`config.mk`:
```
export PLATFORM = sky130hd
export DESIGN_NAME = microport_indirect_access
export DESIGN_NICKNAME = d
export VERILOG_FILES = /design/src/logic/microport_pkg.sv /design/src/logic/lane_window.sv /design/src/logic/microport_indirect_access.sv
export SDC_FILE = /design/constraint.sdc
export NUM_CORES = 1
export LEC_CHECK = 0
export ABC_AREA = 1
export BUFFER_PORTS_ARGS = -buffer_cell sky130_fd_sc_hd__buf_2
export CAP_MARGIN = 10
export CELL_PAD_IN_SITES_DETAIL_PLACEMENT = 1
export CELL_PAD_IN_SITES_GLOBAL_PLACEMENT = 2
export CORE_MARGIN = 2
export CORE_UTILIZATION = 32
export DETAILED_ROUTE_END_ITERATION = 7
export GPL_TIMING_DRIVEN = 0
export PLACE_DENSITY_LB_ADDON = 0.1
export SLEW_MARGIN = 30
export SYNTH_ARGS = -nofsm -noshare
export SYNTH_HDL_FRONTEND = slang
export SYNTH_SLANG_ARGS = --single-unit
```
`constraint.sdc`:
```
create_clock -name i_clk -period 4.8 [get_ports i_clk]
set_clock_uncertainty 0.2 [all_clocks]
set_input_delay 0.24 -clock i_clk [delete_from_list [all_inputs] [get_ports i_clk]]
set_output_delay 0.24 -clock i_clk [all_outputs]
set_load 0.005 [all_outputs]
```
`src/logic/microport_pkg.sv`:
```
package microport_pkg;

    localparam int INT_ADDR_W = 10;
    localparam int INT_DATA_W = 36;
    localparam int LANE_W     = 8;
    localparam int TOP_LANE_W = 4;

    localparam logic [2:0] SEL_LANE0    = 3'h0;
    localparam logic [2:0] SEL_LANE1    = 3'h1;
    localparam logic [2:0] SEL_LANE2    = 3'h2;
    localparam logic [2:0] SEL_LANE3    = 3'h3;
    localparam logic [2:0] SEL_LANE4    = 3'h4;
    localparam logic [2:0] SEL_LOW_ADDR = 3'h6;
    localparam logic [2:0] SEL_MODE     = 3'h7;

    localparam int INC_FIELD_LO = 6;
    localparam int INC_FIELD_HI = 7;
    localparam int HI_ADDR_LO   = 0;
    localparam int HI_ADDR_HI   = 1;

    localparam logic [1:0] INC_NONE  = 2'h0;
    localparam logic [1:0] INC_READ  = 2'h1;
    localparam logic [1:0] INC_WRITE = 2'h2;
    localparam logic [1:0] INC_ALL   = 2'h3;

    localparam logic [7:0] MODE_REG_RST = 8'h00;
    localparam logic [7:0] LOW_ADDR_RST = 8'h00;
    localparam logic [7:0] MODE_REG_IMPL = 8'hC3;

    localparam int FETCH_EXTRA = 1;

    typedef struct packed {
        logic                  we;
        logic                  re;
        logic [INT_ADDR_W-1:0] addr;
        logic [INT_DATA_W-1:0] wdata;
    } int_req_s;

endpackage

```
`src/logic/lane_window.sv`:
```
`timescale 1ns/1ns
module lane_window (
    input  wire logic        i_clk,
    input  wire logic        i_rst,
    input  wire logic        i_wr_en,
    input  wire logic [2:0]  i_sel,
    input  wire logic [7:0]  i_wdata,
    input  wire logic        i_load_en,
    input  wire logic [35:8] i_load_data,
    input  wire logic        i_step_rd,
    input  wire logic        i_step_wr,
    output logic      [35:8] o_lanes,
    output logic      [9:0]  o_addr,
    output logic      [7:0]  o_rdata
);
    import microport_pkg::*;

    logic [7:0] lane [1:4];
    logic [7:0] internal_addr_low_reg;
    logic [7:0] addr_mode_reg;
    logic [1:0] inc_field;
    logic       do_step;

    function automatic logic hits(input logic [2:0] sel, input logic [2:0] want);
        hits = (sel == want);
    endfunction

    genvar g;
    generate
        for (g = 1; g <= 4; g++) begin : g_lane
            logic [7:0] load_byte;
            // The top lane holds only a nibble, so its load must not reach past bit 35.
            if (g == 4) begin : g_top
                assign load_byte = {4'h0, i_load_data[35:32]};
            end else begin : g_full
                assign load_byte = i_load_data[g*8 +: 8];
            end
            always_ff @(posedge i_clk or posedge i_rst) begin
                if (i_rst) begin
                    lane[g] <= 8'h00;
                end else if (i_load_en) begin
                    lane[g] <= load_byte;
                end else if (i_wr_en && hits(i_sel, 3'(g))) begin
                    lane[g] <= i_wdata;
                end
            end
        end
    endgenerate

    assign inc_field = addr_mode_reg[INC_FIELD_HI:INC_FIELD_LO];
    assign do_step   = (i_step_rd && inc_field[0]) || (i_step_wr && inc_field[1]);

    always_ff @(posedge i_clk or posedge i_rst) begin
        if (i_rst) begin
            internal_addr_low_reg <= LOW_ADDR_RST;
            addr_mode_reg         <= MODE_REG_RST;
        end else if (i_wr_en && hits(i_sel, SEL_LOW_ADDR)) begin
            internal_addr_low_reg <= i_wdata;
        end else if (i_wr_en && hits(i_sel, SEL_MODE)) begin
            addr_mode_reg <= i_wdata & MODE_REG_IMPL;
        end else if (do_step) begin
            // The carry out of the low byte runs into the high bits.
            {addr_mode_reg[HI_ADDR_HI:HI_ADDR_LO], internal_addr_low_reg} <= o_addr + 10'h001;
        end
    end

    assign o_addr  = {addr_mode_reg[HI_ADDR_HI:HI_ADDR_LO], internal_addr_low_reg};
    assign o_lanes = {lane[4][TOP_LANE_W-1:0], lane[3], lane[2], lane[1]};

    always_comb begin
        unique case (i_sel)
            SEL_LANE1:    o_rdata = lane[1];
            SEL_LANE2:    o_rdata = lane[2];
            SEL_LANE3:    o_rdata = lane[3];
            SEL_LANE4:    o_rdata = {4'h0, lane[4][TOP_LANE_W-1:0]};
            SEL_LOW_ADDR: o_rdata = internal_addr_low_reg;
            SEL_MODE:     o_rdata = addr_mode_reg;
            default:      o_rdata = 8'h00;
        endcase
    end
endmodule

```
`src/logic/microport_indirect_access.sv`:
```
`timescale 1ns/1ns
module microport_indirect_access (
    input  wire logic                   i_clk,
    input  wire logic                   i_rst,
    input  wire logic                   i_mode,
    input  wire logic                   i_cs_n,
    input  wire logic                   i_rd_n,
    input  wire logic                   i_wr_n,
    input  wire logic [2:0]             i_addr,
    input  wire logic [7:0]             i_data,
    input  wire logic                   i_serial_busy,
    input  wire logic [35:0]            i_int_rdata,
    output logic      [7:0]             o_data,
    output logic                        o_data_oe_n,
    output logic                        o_rdy,
    output logic                        o_transfer_ack_n,
    output microport_pkg::int_req_s     o_int
);
    import microport_pkg::*;

    typedef enum logic [4:0] {
        ST_IDLE  = 5'b00001,
        ST_HOLD  = 5'b00010,
        ST_FETCH = 5'b00100,
        ST_XFER  = 5'b01000,
        ST_DONE  = 5'b10000
    } port_state_e;

    port_state_e state;
    port_state_e next_state;

    logic        req_seen;
    logic        req_read;
    logic        strobe_low;
    logic        act_read;
    logic [2:0]  act_sel;
    logic [7:0]  act_wdata;
    logic        act_mode1;
    logic        done;

    logic        win_wr_en;
    logic        win_load_en;
    logic        step_rd;
    logic        step_wr;
    logic [35:8] win_lanes;
    logic [9:0]  win_addr;
    logic [7:0]  win_rdata;

    // Strobe meaning depends on the mode pin.
    assign strobe_low = i_mode ? !i_rd_n : (!i_rd_n || !i_wr_n);
    assign req_read   = i_mode ? i_wr_n : !i_rd_n;
    assign req_seen   = !i_cs_n && strobe_low;

    always_comb begin
        next_state = state;
        unique case (state)
            ST_IDLE: begin
                if (req_seen) begin
                    next_state = ST_HOLD;
                end
            end
            ST_HOLD: begin
                // Serial owns the internal space; the host simply waits.
                if (!i_serial_busy) begin
                    if (act_read && act_sel == SEL_LANE0) begin
                        next_state = ST_FETCH;
                    end else begin
                        next_state = ST_XFER;
                    end
                end
            end
            ST_FETCH: begin
                next_state = ST_XFER;
            end
            ST_XFER: begin
                next_state = ST_DONE;
            end
            ST_DONE: begin
                if (i_cs_n) begin
                    next_state = ST_IDLE;
                end
            end
        endcase
    end

    always_ff @(posedge i_clk or posedge i_rst) begin
        if (i_rst) begin
            state <= ST_IDLE;
        end else begin
            state <= next_state;
        end
    end

    // The access is captured once at edge N so later pin wiggles cannot change it.
    always_ff @(posedge i_clk or posedge i_rst) begin
        if (i_rst) begin
            act_read  <= 1'b0;
            act_sel   <= 3'h0;
            act_wdata <= 8'h00;
            act_mode1 <= 1'b0;
        end else if (state == ST_IDLE && req_seen) begin
            act_read  <= req_read;
            act_sel   <= i_addr;
            act_wdata <= i_data;
            act_mode1 <= i_mode;
        end
    end

    assign win_wr_en   = (state == ST_HOLD) && !i_serial_busy && !act_read;
    assign win_load_en = (state == ST_FETCH);
    assign step_rd     = win_load_en;
    assign step_wr     = win_wr_en && act_sel == SEL_LANE0;

    lane_window u_window (
        .i_clk       (i_clk),
        .i_rst       (i_rst),
        .i_wr_en     (win_wr_en),
        .i_sel       (act_sel),
        .i_wdata     (act_wdata),
        .i_load_en   (win_load_en),
        .i_load_data (i_int_rdata[35:8]),
        .i_step_rd   (step_rd),
        .i_step_wr   (step_wr),
        .o_lanes     (win_lanes),
        .o_addr      (win_addr),
        .o_rdata     (win_rdata)
    );

    // Internal strobes are one-cycle pulses; the address is taken before any step.
    always_ff @(posedge i_clk or posedge i_rst) begin
        if (i_rst) begin
            o_int <= '0;
        end else begin
            o_int.we <= 1'b0;
            o_int.re <= 1'b0;
            if (state == ST_HOLD && !i_serial_busy && act_sel == SEL_LANE0) begin
                o_int.addr <= win_addr;
                if (act_read) begin
                    o_int.re <= 1'b1;
                end else begin
                    o_int.we    <= 1'b1;
                    o_int.wdata <= {win_lanes, act_wdata};
                end
            end
        end
    end

    // Lane zero read data is the fetched low byte, never a stored copy.
    always_ff @(posedge i_clk or posedge i_rst) begin
        if (i_rst) begin
            o_data      <= 8'h00;
            o_data_oe_n <= 1'b1;
        end else if (state == ST_FETCH) begin
            o_data <= i_int_rdata[7:0];
        end else if (state == ST_XFER && act_read) begin
            if (act_sel != SEL_LANE0) begin
                o_data <= win_rdata;
            end
            o_data_oe_n <= 1'b0;
        end else if (state == ST_DONE && i_cs_n) begin
            o_data_oe_n <= 1'b1;
        end
    end

    always_ff @(posedge i_clk or posedge i_rst) begin
        if (i_rst) begin
            done <= 1'b0;
        end else if (state == ST_XFER) begin
            done <= 1'b1;
        end else if (state == ST_DONE && i_cs_n) begin
            done <= 1'b0;
        end
    end

    // Ready must fall without waiting for a clock, so it is the one output built
    // from pins; the released state itself comes from the done flag.
    assign o_rdy = !(i_serial_busy || (req_seen && !i_mode && !done));

    always_ff @(posedge i_clk or posedge i_rst) begin
        if (i_rst) begin
            o_transfer_ack_n <= 1'b1;
        end else if (state == ST_XFER && act_mode1) begin
            o_transfer_ack_n <= 1'b0;
        end else if (i_cs_n || i_rd_n) begin
            o_transfer_ack_n <= 1'b1;
        end
    end
endmodule

```
==> flow_metrics.env, run 1 <==
export IMPL_outcome="completed"
export IMPL_cts_buffer_depth=2
export IMPL_initial_core_util_pct=32.39
export IMPL_tightest_slew_ns=0.8253
export IMPL_ys_warn_count=0
export IMPL_cts_tree="yes"
export IMPL_final_cell_mix="nand2_1 (254), buf_2 (128), dfrtp_1 (114), o21ai_1 (74), inv_1 (70)"
export IMPL_final_common_cell="nand2_1"
export IMPL_crit_fanout=8
export IMPL_finalNonFillerCells=1120
export IMPL_synthesis_nets=754
export IMPL_relSlewSlack_pct=44.98
export IMPL_synth_largest_area_cell="dfrtp_1"
export IMPL_min_period_ns=2.104
export IMPL_cts_sinks=117
export IMPL_powerDensity_nw_per_um2=390.0
export IMPL_grt_pass1_wl_um=31320
export IMPL_yosysSeqAreaShare_pct=52.69
export IMPL_maxCapViolations=0
export IMPL_p_leak_nw=3.933
export IMPL_dp_cells=1037
export IMPL_ys_ff_latch=117
export IMPL_via_per_inst=4.750
export IMPL_ant_nets=0
export IMPL_grt_pass1_vias=5682
export IMPL_first_iter_violations=197
export IMPL_wire_per_inst_um=17.33
export IMPL_rows=48
export IMPL_die_w_um=135.9
export IMPL_fin_util_pct=43.58
export IMPL_num_vias=5320
export IMPL_critPathLaunchType="flip-flop"
export IMPL_place_port_buffers=112
export IMPL_cts_htree_levels=4
export IMPL_grt_usage_pct=22.39
export IMPL_cts_resized=0
export IMPL_antenna_found_initial=0
export IMPL_layout_drive_gt1_share_pct=20.89
export IMPL_slew_viol_final=0
export IMPL_clockRootBuffer="clkbuf_16"
export IMPL_clk_pin_slew_ns=0.05
export IMPL_area_growth_pct=34.54
export IMPL_cp_required_ns=4.95
export IMPL_irDropWorstVdd_mv=0.2329
export IMPL_synth_avg_cell_area_um2=7.960
export IMPL_grt_max_degree=85
export IMPL_netlist_top_cells_area="dfrtp_1 (51%), nand2_1 (17%), o21ai_1 (6.7%)"
export IMPL_drc=0
export IMPL_top_level_ports=113
export IMPL_antenna_cells=0
export IMPL_cp_arrival_ns=2.25
export IMPL_hold_class="in2reg"
export IMPL_wl_met1_um=9317
export IMPL_place_congestion=0.8350
export IMPL_end_kind="flip-flop"
export IMPL_cts_buffers=17
export IMPL_rsz0062_at_grt="no"
export IMPL_routed_top_layer="met4"
export IMPL_max_freq_mhz=475.3
export IMPL_yosysTopAreaCellShare_pct=51.27
export IMPL_final_nets=937
export IMPL_syn_cell_area_um2=5564
export IMPL_largest_register="o_int"
export IMPL_hpwl_um=14500
export IMPL_synthCells=699
export IMPL_die_h_um=135.9
export IMPL_insertion_delay_ns=0.41
export IMPL_met3WireLength_um=687
export IMPL_drt_pass1_iterations=4
export IMPL_core_um2=17180
export IMPL_die_area_um2=18460
export IMPL_largest_register_ffs=48
export IMPL_criticalPathCategory="reg2reg"
export IMPL_grt_overflow=0
export IMPL_setup_viol=0
export IMPL_wl_met2_um=9172
export IMPL_yosysUniqueCellTypes=31
export IMPL_fin_crit_sh_pct=43.83
export IMPL_wl_um=19410
export IMPL_finalHoldViolCount=0
## metrics by stage
stage	hold WS (ns)	total power, mW	area [µm²]	worst slack [ns]	setup TNS, ns
CTS	0.006110	2.952	7486	2.633	0
floorplan	0.1665	1.505	5564	1.264	0
detailed placement	0.02753	1.732	6441	2.652	0
global route	0.04113	3.066	7486	2.525	0
global placement	0.2529	1.707	6406	-0.3030	-33.06
finish	0.01912	2.919	7486	2.696	0
## final timing paths
kind,start,endpoint,slack (ns),depth (start not counted)
hold reg to reg,o_int[42],o_int[42],0.27,2
max in group asynchronous,i_rst,o_transfer_ack_n,3.53,4
setup / recovery,state[0],o_data[7],2.70,6
setup reg to reg,state[0],o_data[7],2.70,6
hold / removal,i_serial_busy,state[1],0.02,3
min in group asynchronous,i_rst,o_int[18],0.14,3
## report_power, final
| part | leakage [nW] | internal [mW] | switching (mW) |
|---|---|---|---|
| clock | 0.266 | 0.734 | 0.434 |
| combinational | 2.27 | 0.204 | 0.376 |
| sequential | 1.40 | 1.08 | 0.0863 |
## timing repair
item                                   4_1_cts  5_1_grt
hold buffers                                51        0
endpoints found under the hold margin      126        0
setup buffers                                0        0
## routing by layer
layer,track usage [%],up-vias
li1,-,2597
met1,30.86,2595
met2,37.18,110
met3,3.244,18
met4,5.613,0
met5,0,-
## cell usage after synthesis, drive strengths merged
| cell type | number |
|---|---|
| nand2 | 260 |
| dfrtp | 114 |
| o21ai | 86 |
| inv | 77 |
| nand3 | 41 |
| nor2 | 37 |
| buf | 23 |
| a21oi | 20 |
| nand4 | 18 |
| o22ai | 5 |
| xor2 | 5 |
| dfstp | 3 |
| nor3 | 3 |
| o31ai | 2 |
| clkinv | 1 |
| ha | 1 |
| nor3b | 1 |
| o211ai | 1 |
| o32ai | 1 |
## critical path, cell delays in order (launching register included)
cell and delay [ns]:
dfstp_2 0.55, nor2_1 0.07, nand3_1 0.18, nor2_1 0.13, a21oi_1 0.66, nand2_1 0.13, nand3_1 0.12
## cells by family after synthesis
family / count (synthesis) / share of synthesized area [%]
compound gates: 115 / 10.66
simple gates: 360 / 27.79
xor+xnor: 5 / 0.7870
flops: 117 / 52.69
fa+ha+maj: 1 / 0.2248
buf+inv: 101 / 7.848
## final cells by class
class,count,area [µm²]
Fill cell,2112,9691
Sequential cell,117,2932
Inverter,78,300.3
Clock buffer,26,479.2
Buffer,23,143.9
Clock inverter,6,55.05
Multi-Input combinational cell,481,2196
Timing Repair Buffer,164,1099
Tap cell,225,281.5
Power figures use the tool's default switching activity.
==> run 2, diff against run 1 <==
clock period = 2.2 ns   (was 4.8 ns; I/O delays follow)
==> run 2 against run 1 <==
Compared with the run above:
- count of clock-buffer cells in the layout fell by 2
- setup slack got worse by 2.5 ns
- global-route usage increased by 0.38 points
- highest routed layer unchanged
- critical path type unchanged
==> flow_metrics.env, run 2 (same netlist as run 1, synthesis figures left out) <==
export IMPL_r2r_cells=8
export IMPL_design_area_um2=7725
export IMPL_hold_slack_ns=0.2485
export IMPL_place_port_buffers=112
export IMPL_p_leak_nw=4.032
export IMPL_slew_viol_final=0
export IMPL_outcome="completed"
export IMPL_relSlewSlack_pct=61.44
export IMPL_cts_tree="yes"
export IMPL_maxCapViolations=0
export IMPL_final_common_cell="nand2_1"
export IMPL_die_w_um=135.9
export IMPL_cp_required_ns=2.35
export IMPL_fin_crit_sh_pct=92.41
export IMPL_grt_pass1_vias=5802
export IMPL_die_h_um=135.9
export IMPL_clockRootBuffer="clkbuf_16"
export IMPL_antenna_cells=0
export IMPL_met3WireLength_um=717
export IMPL_cts_buffers=17
export IMPL_tightest_slew_ns=0.5784
export IMPL_insertion_delay_ns=0.42
export IMPL_wire_per_inst_um=17.66
export IMPL_hpwl_um=14940
export IMPL_drc=0
export IMPL_dpl_cell_area_um2=6525
export IMPL_drt_pass1_iterations=4
export IMPL_r2r_end="u_window.o_lanes[21]"
export IMPL_critPathLaunchType="flip-flop"
export IMPL_top_level_ports=113
export IMPL_initial_core_util_pct=32.39
export IMPL_routed_top_layer="met4"
export IMPL_cts_htree_levels=4
export IMPL_power_total_mw=6.853
export IMPL_cp_arrival_ns=2.19
export IMPL_max_freq_mhz=491.9
export IMPL_die_area_um2=18460
export IMPL_worstHoldStart="i_int_rdata[6]"
export IMPL_cts_buffer_depth=2
export IMPL_grt_max_degree=29
export IMPL_wl_met2_um=9565
export IMPL_holdPathEnd="o_data[6]"
export IMPL_min_period_ns=2.033
export IMPL_crit_fanout=10
export IMPL_finalNonFillerCells=1129
export IMPL_clk_pin_slew_ns=0.06
export IMPL_rows=48
export IMPL_rrSetupSlack_ns=0.17
export IMPL_rr_startpoint="state[0]"
export IMPL_finalHoldViolCount=0
export IMPL_num_vias=5459
export IMPL_dp_cells=1041
export IMPL_powerDensity_nw_per_um2=887.1
export IMPL_grt_usage_pct=22.76
export IMPL_grt_pass1_wl_um=31600
export IMPL_wl_met1_um=9445
export IMPL_fillCellCount=2118
export IMPL_whs_path_depth=4
export IMPL_criticalPathCategory="reg2reg"
export IMPL_post_cts_setup_buffer_count=0
export IMPL_cts_sinks=117
export IMPL_largest_register_ffs=48
export IMPL_largest_register="o_int"
export IMPL_end_kind="flip-flop"
export IMPL_final_cell_mix="nand2_1 (254), buf_2 (128), dfrtp_1 (114), o21ai_1 (74), inv_1 (70)"
export IMPL_core_um2=17180
export IMPL_irDropWorstVdd_mv=0.6114
export IMPL_final_nets=946
export IMPL_ant_nets=0
export IMPL_place_congestion=0.8533
export IMPL_via_per_inst=4.835
export IMPL_area_growth_pct=38.84
export IMPL_first_iter_violations=209
export IMPL_layout_drive_gt1_share_pct=21.68
export IMPL_antenna_found_initial=0
export IMPL_hold_class="in2reg"
export IMPL_setup_viol=0
export IMPL_grt_overflow=0
export IMPL_rsz0062_at_grt="no"
export IMPL_wl_um=19940
-- run 2: critical path, cell delays in order (launching register included) --
cell and delay [ns]:
dfstp_2 0.55, nor2_1 0.07, nand4_1 0.13, buf_4 0.21, buf_2 0.29, nand2_1 0.24, o21ai_0 0.13, nand2_1 0.07
o21ai_1 0.07
-- run 2: worst max path at each step --
stage / end / slack [ns] / startpoint
2_1_floorplan: act_mode1 / 0.47 / i_rst
3_3_place_gp: done / -0.44 / i_rst
3_5_place_dp: o_data[5] / -0.04 / state[0]
4_1_cts: o_data[6] / 0.03 / state[1]
5_1_grt: o_int[12] / 0.02 / state[2]
6_report: u_window.o_lanes[21] / 0.17 / state[0]
-- run 2: final cells by class --
cell class | count | area, µm² | area share, %
sequential | 117 | 2932 | 37.95
multi-input combinational | 481 | 2207 | 28.57
timing repair buffer | 173 | 1236 | 16.00
clock buffer | 24 | 481.7 | 6.236
inverter | 78 | 296.5 | 3.839
tap | 225 | 281.5 | 3.644
clock inverter | 8 | 146.4 | 1.895
buffer | 23 | 143.9 | 1.863
-- run 2: report_power, final --
part           total [mW]  switching [mW]  internal [mW]
Sequential           2.55           0.188           2.37
Clock                2.99            1.01           1.98
Combinational        1.31           0.836          0.473
-- run 2: metrics by stage --
stage          utilization [%]  worst slack [ns]  setup TNS [ns]
2_1_floorplan                -            0.4651               0
3_3_place_gp             37.32           -0.4381          -47.83
3_5_place_dp             37.99          -0.04394         -0.1308
4_1_cts                  44.93           0.02729               0
5_1_grt                  44.97           0.02256               0
6_report                 44.97            0.1669               0
-- run 2: repair_timing --
item	in CTS	in global routing
hold endpoints to repair	148	0
resized for setup	1	2
pin swaps	0	0
hold buffers	56	0
endpoints found under the setup margin	8	8
-- run 2: per-layer routing --
metal  track usage (%)  vias up
met5                 0        -
met4             5.729        0
met3             3.729       19
met2             38.38       99
met1             30.59     2712
li1                  -     2629
==> run 3, diff against run 2 <==
MAX_ROUTING_LAYER = met4   (was default)
==> run 3 against run 2 <==
Compared with the run above:
- clock power is essentially flat
- hold slack better by 0.0019 ns
- setup slack worse by 0.012 ns
- register-to-register slack hardly changed
- combinational power about the same
- largest power group unchanged
- via count decreased by 0.57%
- utilization unchanged
- sequential share of layout area did not move
==> flow_metrics.env, run 3 (same netlist as run 1, synthesis figures left out) <==
export IMPL_outcome="completed"
export IMPL_cts_tree="yes"
export IMPL_top_usage_layer="met2"
export IMPL_rows=48
export IMPL_met1_usage_pct=30.75
export IMPL_final_nets=946
export IMPL_cts_htree_levels=4
export IMPL_crit_fanout=10
export IMPL_top_level_ports=113
export IMPL_min_period_ns=2.046
export IMPL_antenna_cells=0
export IMPL_max_freq_mhz=488.9
export IMPL_relSlewSlack_pct=62.59
export IMPL_cts_buffer_depth=2
export IMPL_powerDensity_nw_per_um2=885.9
export IMPL_critPathLaunchType="flip-flop"
export IMPL_grt_pass1_vias=5804
export IMPL_cpMostUsedCell="nand2_1"
export IMPL_die_h_um=135.9
export IMPL_rsz0062_at_grt="no"
export IMPL_tightest_slew_ns=0.5612
export IMPL_antenna_found_initial=0
export IMPL_first_iter_violations=227
export IMPL_rrSetupSlack_ns=0.15
export IMPL_irDropWorstVdd_mv=0.6070
export IMPL_wire_per_inst_um=17.64
export IMPL_cp_cell_sequence="nor2_1 -> nand4_1 -> buf_4 -> buf_2 -> nand2_1 -> nand2_1 -> nand2_1 -> o21ai_1"
export IMPL_drc=0
export IMPL_drt_pass1_iterations=4
export IMPL_end_kind="flip-flop"
export IMPL_hold_class="in2reg"
export IMPL_place_congestion=0.8669
export IMPL_p_leak_nw=4.032
export IMPL_cts_sinks=117
export IMPL_wl_um=19920
export IMPL_cp_arrival_ns=2.19
export IMPL_die_area_um2=18460
export IMPL_initial_core_util_pct=32.39
export IMPL_largest_register="o_int"
export IMPL_r2r_end="u_window.o_lanes[29]"
export IMPL_place_port_buffers=112
export IMPL_grt_usage_pct=23.46
export IMPL_area_growth_pct=38.84
export IMPL_cts_buffers=17
export IMPL_hpwl_um=14940
export IMPL_fillCellCount=2118
export IMPL_insertion_delay_ns=0.42
export IMPL_maxCapViolations=0
export IMPL_crit_path_top_delay_cell="dfstp_2"
export IMPL_final_cell_mix="nand2_1 (254), buf_2 (128), dfrtp_1 (114), o21ai_1 (74), inv_1 (70)"
export IMPL_clk_pin_slew_ns=0.06
export IMPL_grt_overflow=0
export IMPL_final_common_cell="nand2_1"
export IMPL_holdPathEnd="o_data[4]"
export IMPL_grt_max_degree=29
export IMPL_fin_crit_sh_pct=92.98
export IMPL_finalHoldViolCount=0
export IMPL_grt_use_met3_pct=3.654
export IMPL_clockRootBuffer="clkbuf_16"
export IMPL_worstHoldStart="i_int_rdata[4]"
export IMPL_finalNonFillerCells=1129
export IMPL_setup_tns_ns=0
export IMPL_hold_slack_ns=0.2504
export IMPL_ant_nets=0
export IMPL_via_per_inst=4.808
export IMPL_met2_usage_pct=38.33
export IMPL_rr_startpoint="state[0]"
export IMPL_criticalPathCategory="reg2reg"
export IMPL_layout_drive_gt1_share_pct=21.68
export IMPL_slew_viol_final=0
export IMPL_num_vias=5428
export IMPL_cp_required_ns=2.34
export IMPL_grt_pass1_wl_um=31570
export IMPL_whs_path_depth=4
export IMPL_largest_register_ffs=48
export IMPL_setup_viol=0
export IMPL_dp_cells=1041
export IMPL_core_um2=17180
export IMPL_die_w_um=135.9
export IMPL_cpPeakStageDelay_ns=0.55
export IMPL_r2r_cells=8
-- run 3: cell counts in the layout (fill, tap and decap cells not counted) --
Identical to the previous run, type by type.
-- run 3: where the power goes --
part / internal, mW / leakage, nW / switching, mW
logic: 0.473 / 2.33 / 0.834
registers: 2.37 / 1.40 / 0.188
clock network: 1.98 / 0.304 / 0.999
total: 4.82 / 4.03 / 2.02
-- run 3: layer usage --
metal / share of wire, % / wire length (µm)
met1: 47 / 9404
met5: 0 / 0
met2: 48 / 9508
met3: 4.0 / 792
met4: 1.1 / 210
-- run 3: area by class of cell --
type                            count  area, µm²  area share [%]
Clock inverter                      8      146.4           1.895
Inverter                           78      296.5           3.839
Multi-Input combinational cell    481       2207           28.57
Clock buffer                       24      481.7           6.236
Sequential cell                   117       2932           37.95
Tap cell                          225      281.5           3.644
Buffer                             23      143.9           1.863
Timing Repair Buffer              173       1236           16.00
-- run 3: worst max path at each step --
stage	from	end	slack [ns]	cells after the start
2_1_floorplan	i_rst	act_mode1	0.47	1
3_3_place_gp	i_rst	done	-0.44	2
3_5_place_dp	state[0]	o_data[5]	-0.04	6
4_1_cts	state[1]	o_data[6]	0.03	7
5_1_grt	state[2]	o_int[12]	0.02	7
6_report	state[0]	u_window.o_lanes[29]	0.15	8
-- run 3: stage by stage --
step                setup slack (ns)  power (mW)  instance area, µm²  util, %
floorplan                     0.4651       3.285                5568        -
global placement             -0.4381       3.728                6410    37.32
detailed placement          -0.04394       3.796                6525    37.99
CTS                          0.02729       6.878                7717    44.93
global route                 0.02256       7.161                7725    44.97
finish                        0.1544       6.843                7725    44.97
-- run 3: repair_timing --
action / CTS / global route
endpoints found under the hold margin: 148 / 0
hold buffers: 56 / 0
setup endpoints to repair: 8 / 8
cloned: 0 / 0
gates resized for setup: 1 / 2
setup buffers: 0 / 0
-- run 3: critical path, delay by kind of cell (launching register included) --
family | cells | cell delay (ns)
buffers and inverters | 2 | 0.50
AND/OR/NAND/NOR | 5 | 0.63
flip-flops | 1 | 0.55
AO/OA/AOI/OAI | 1 | 0.08
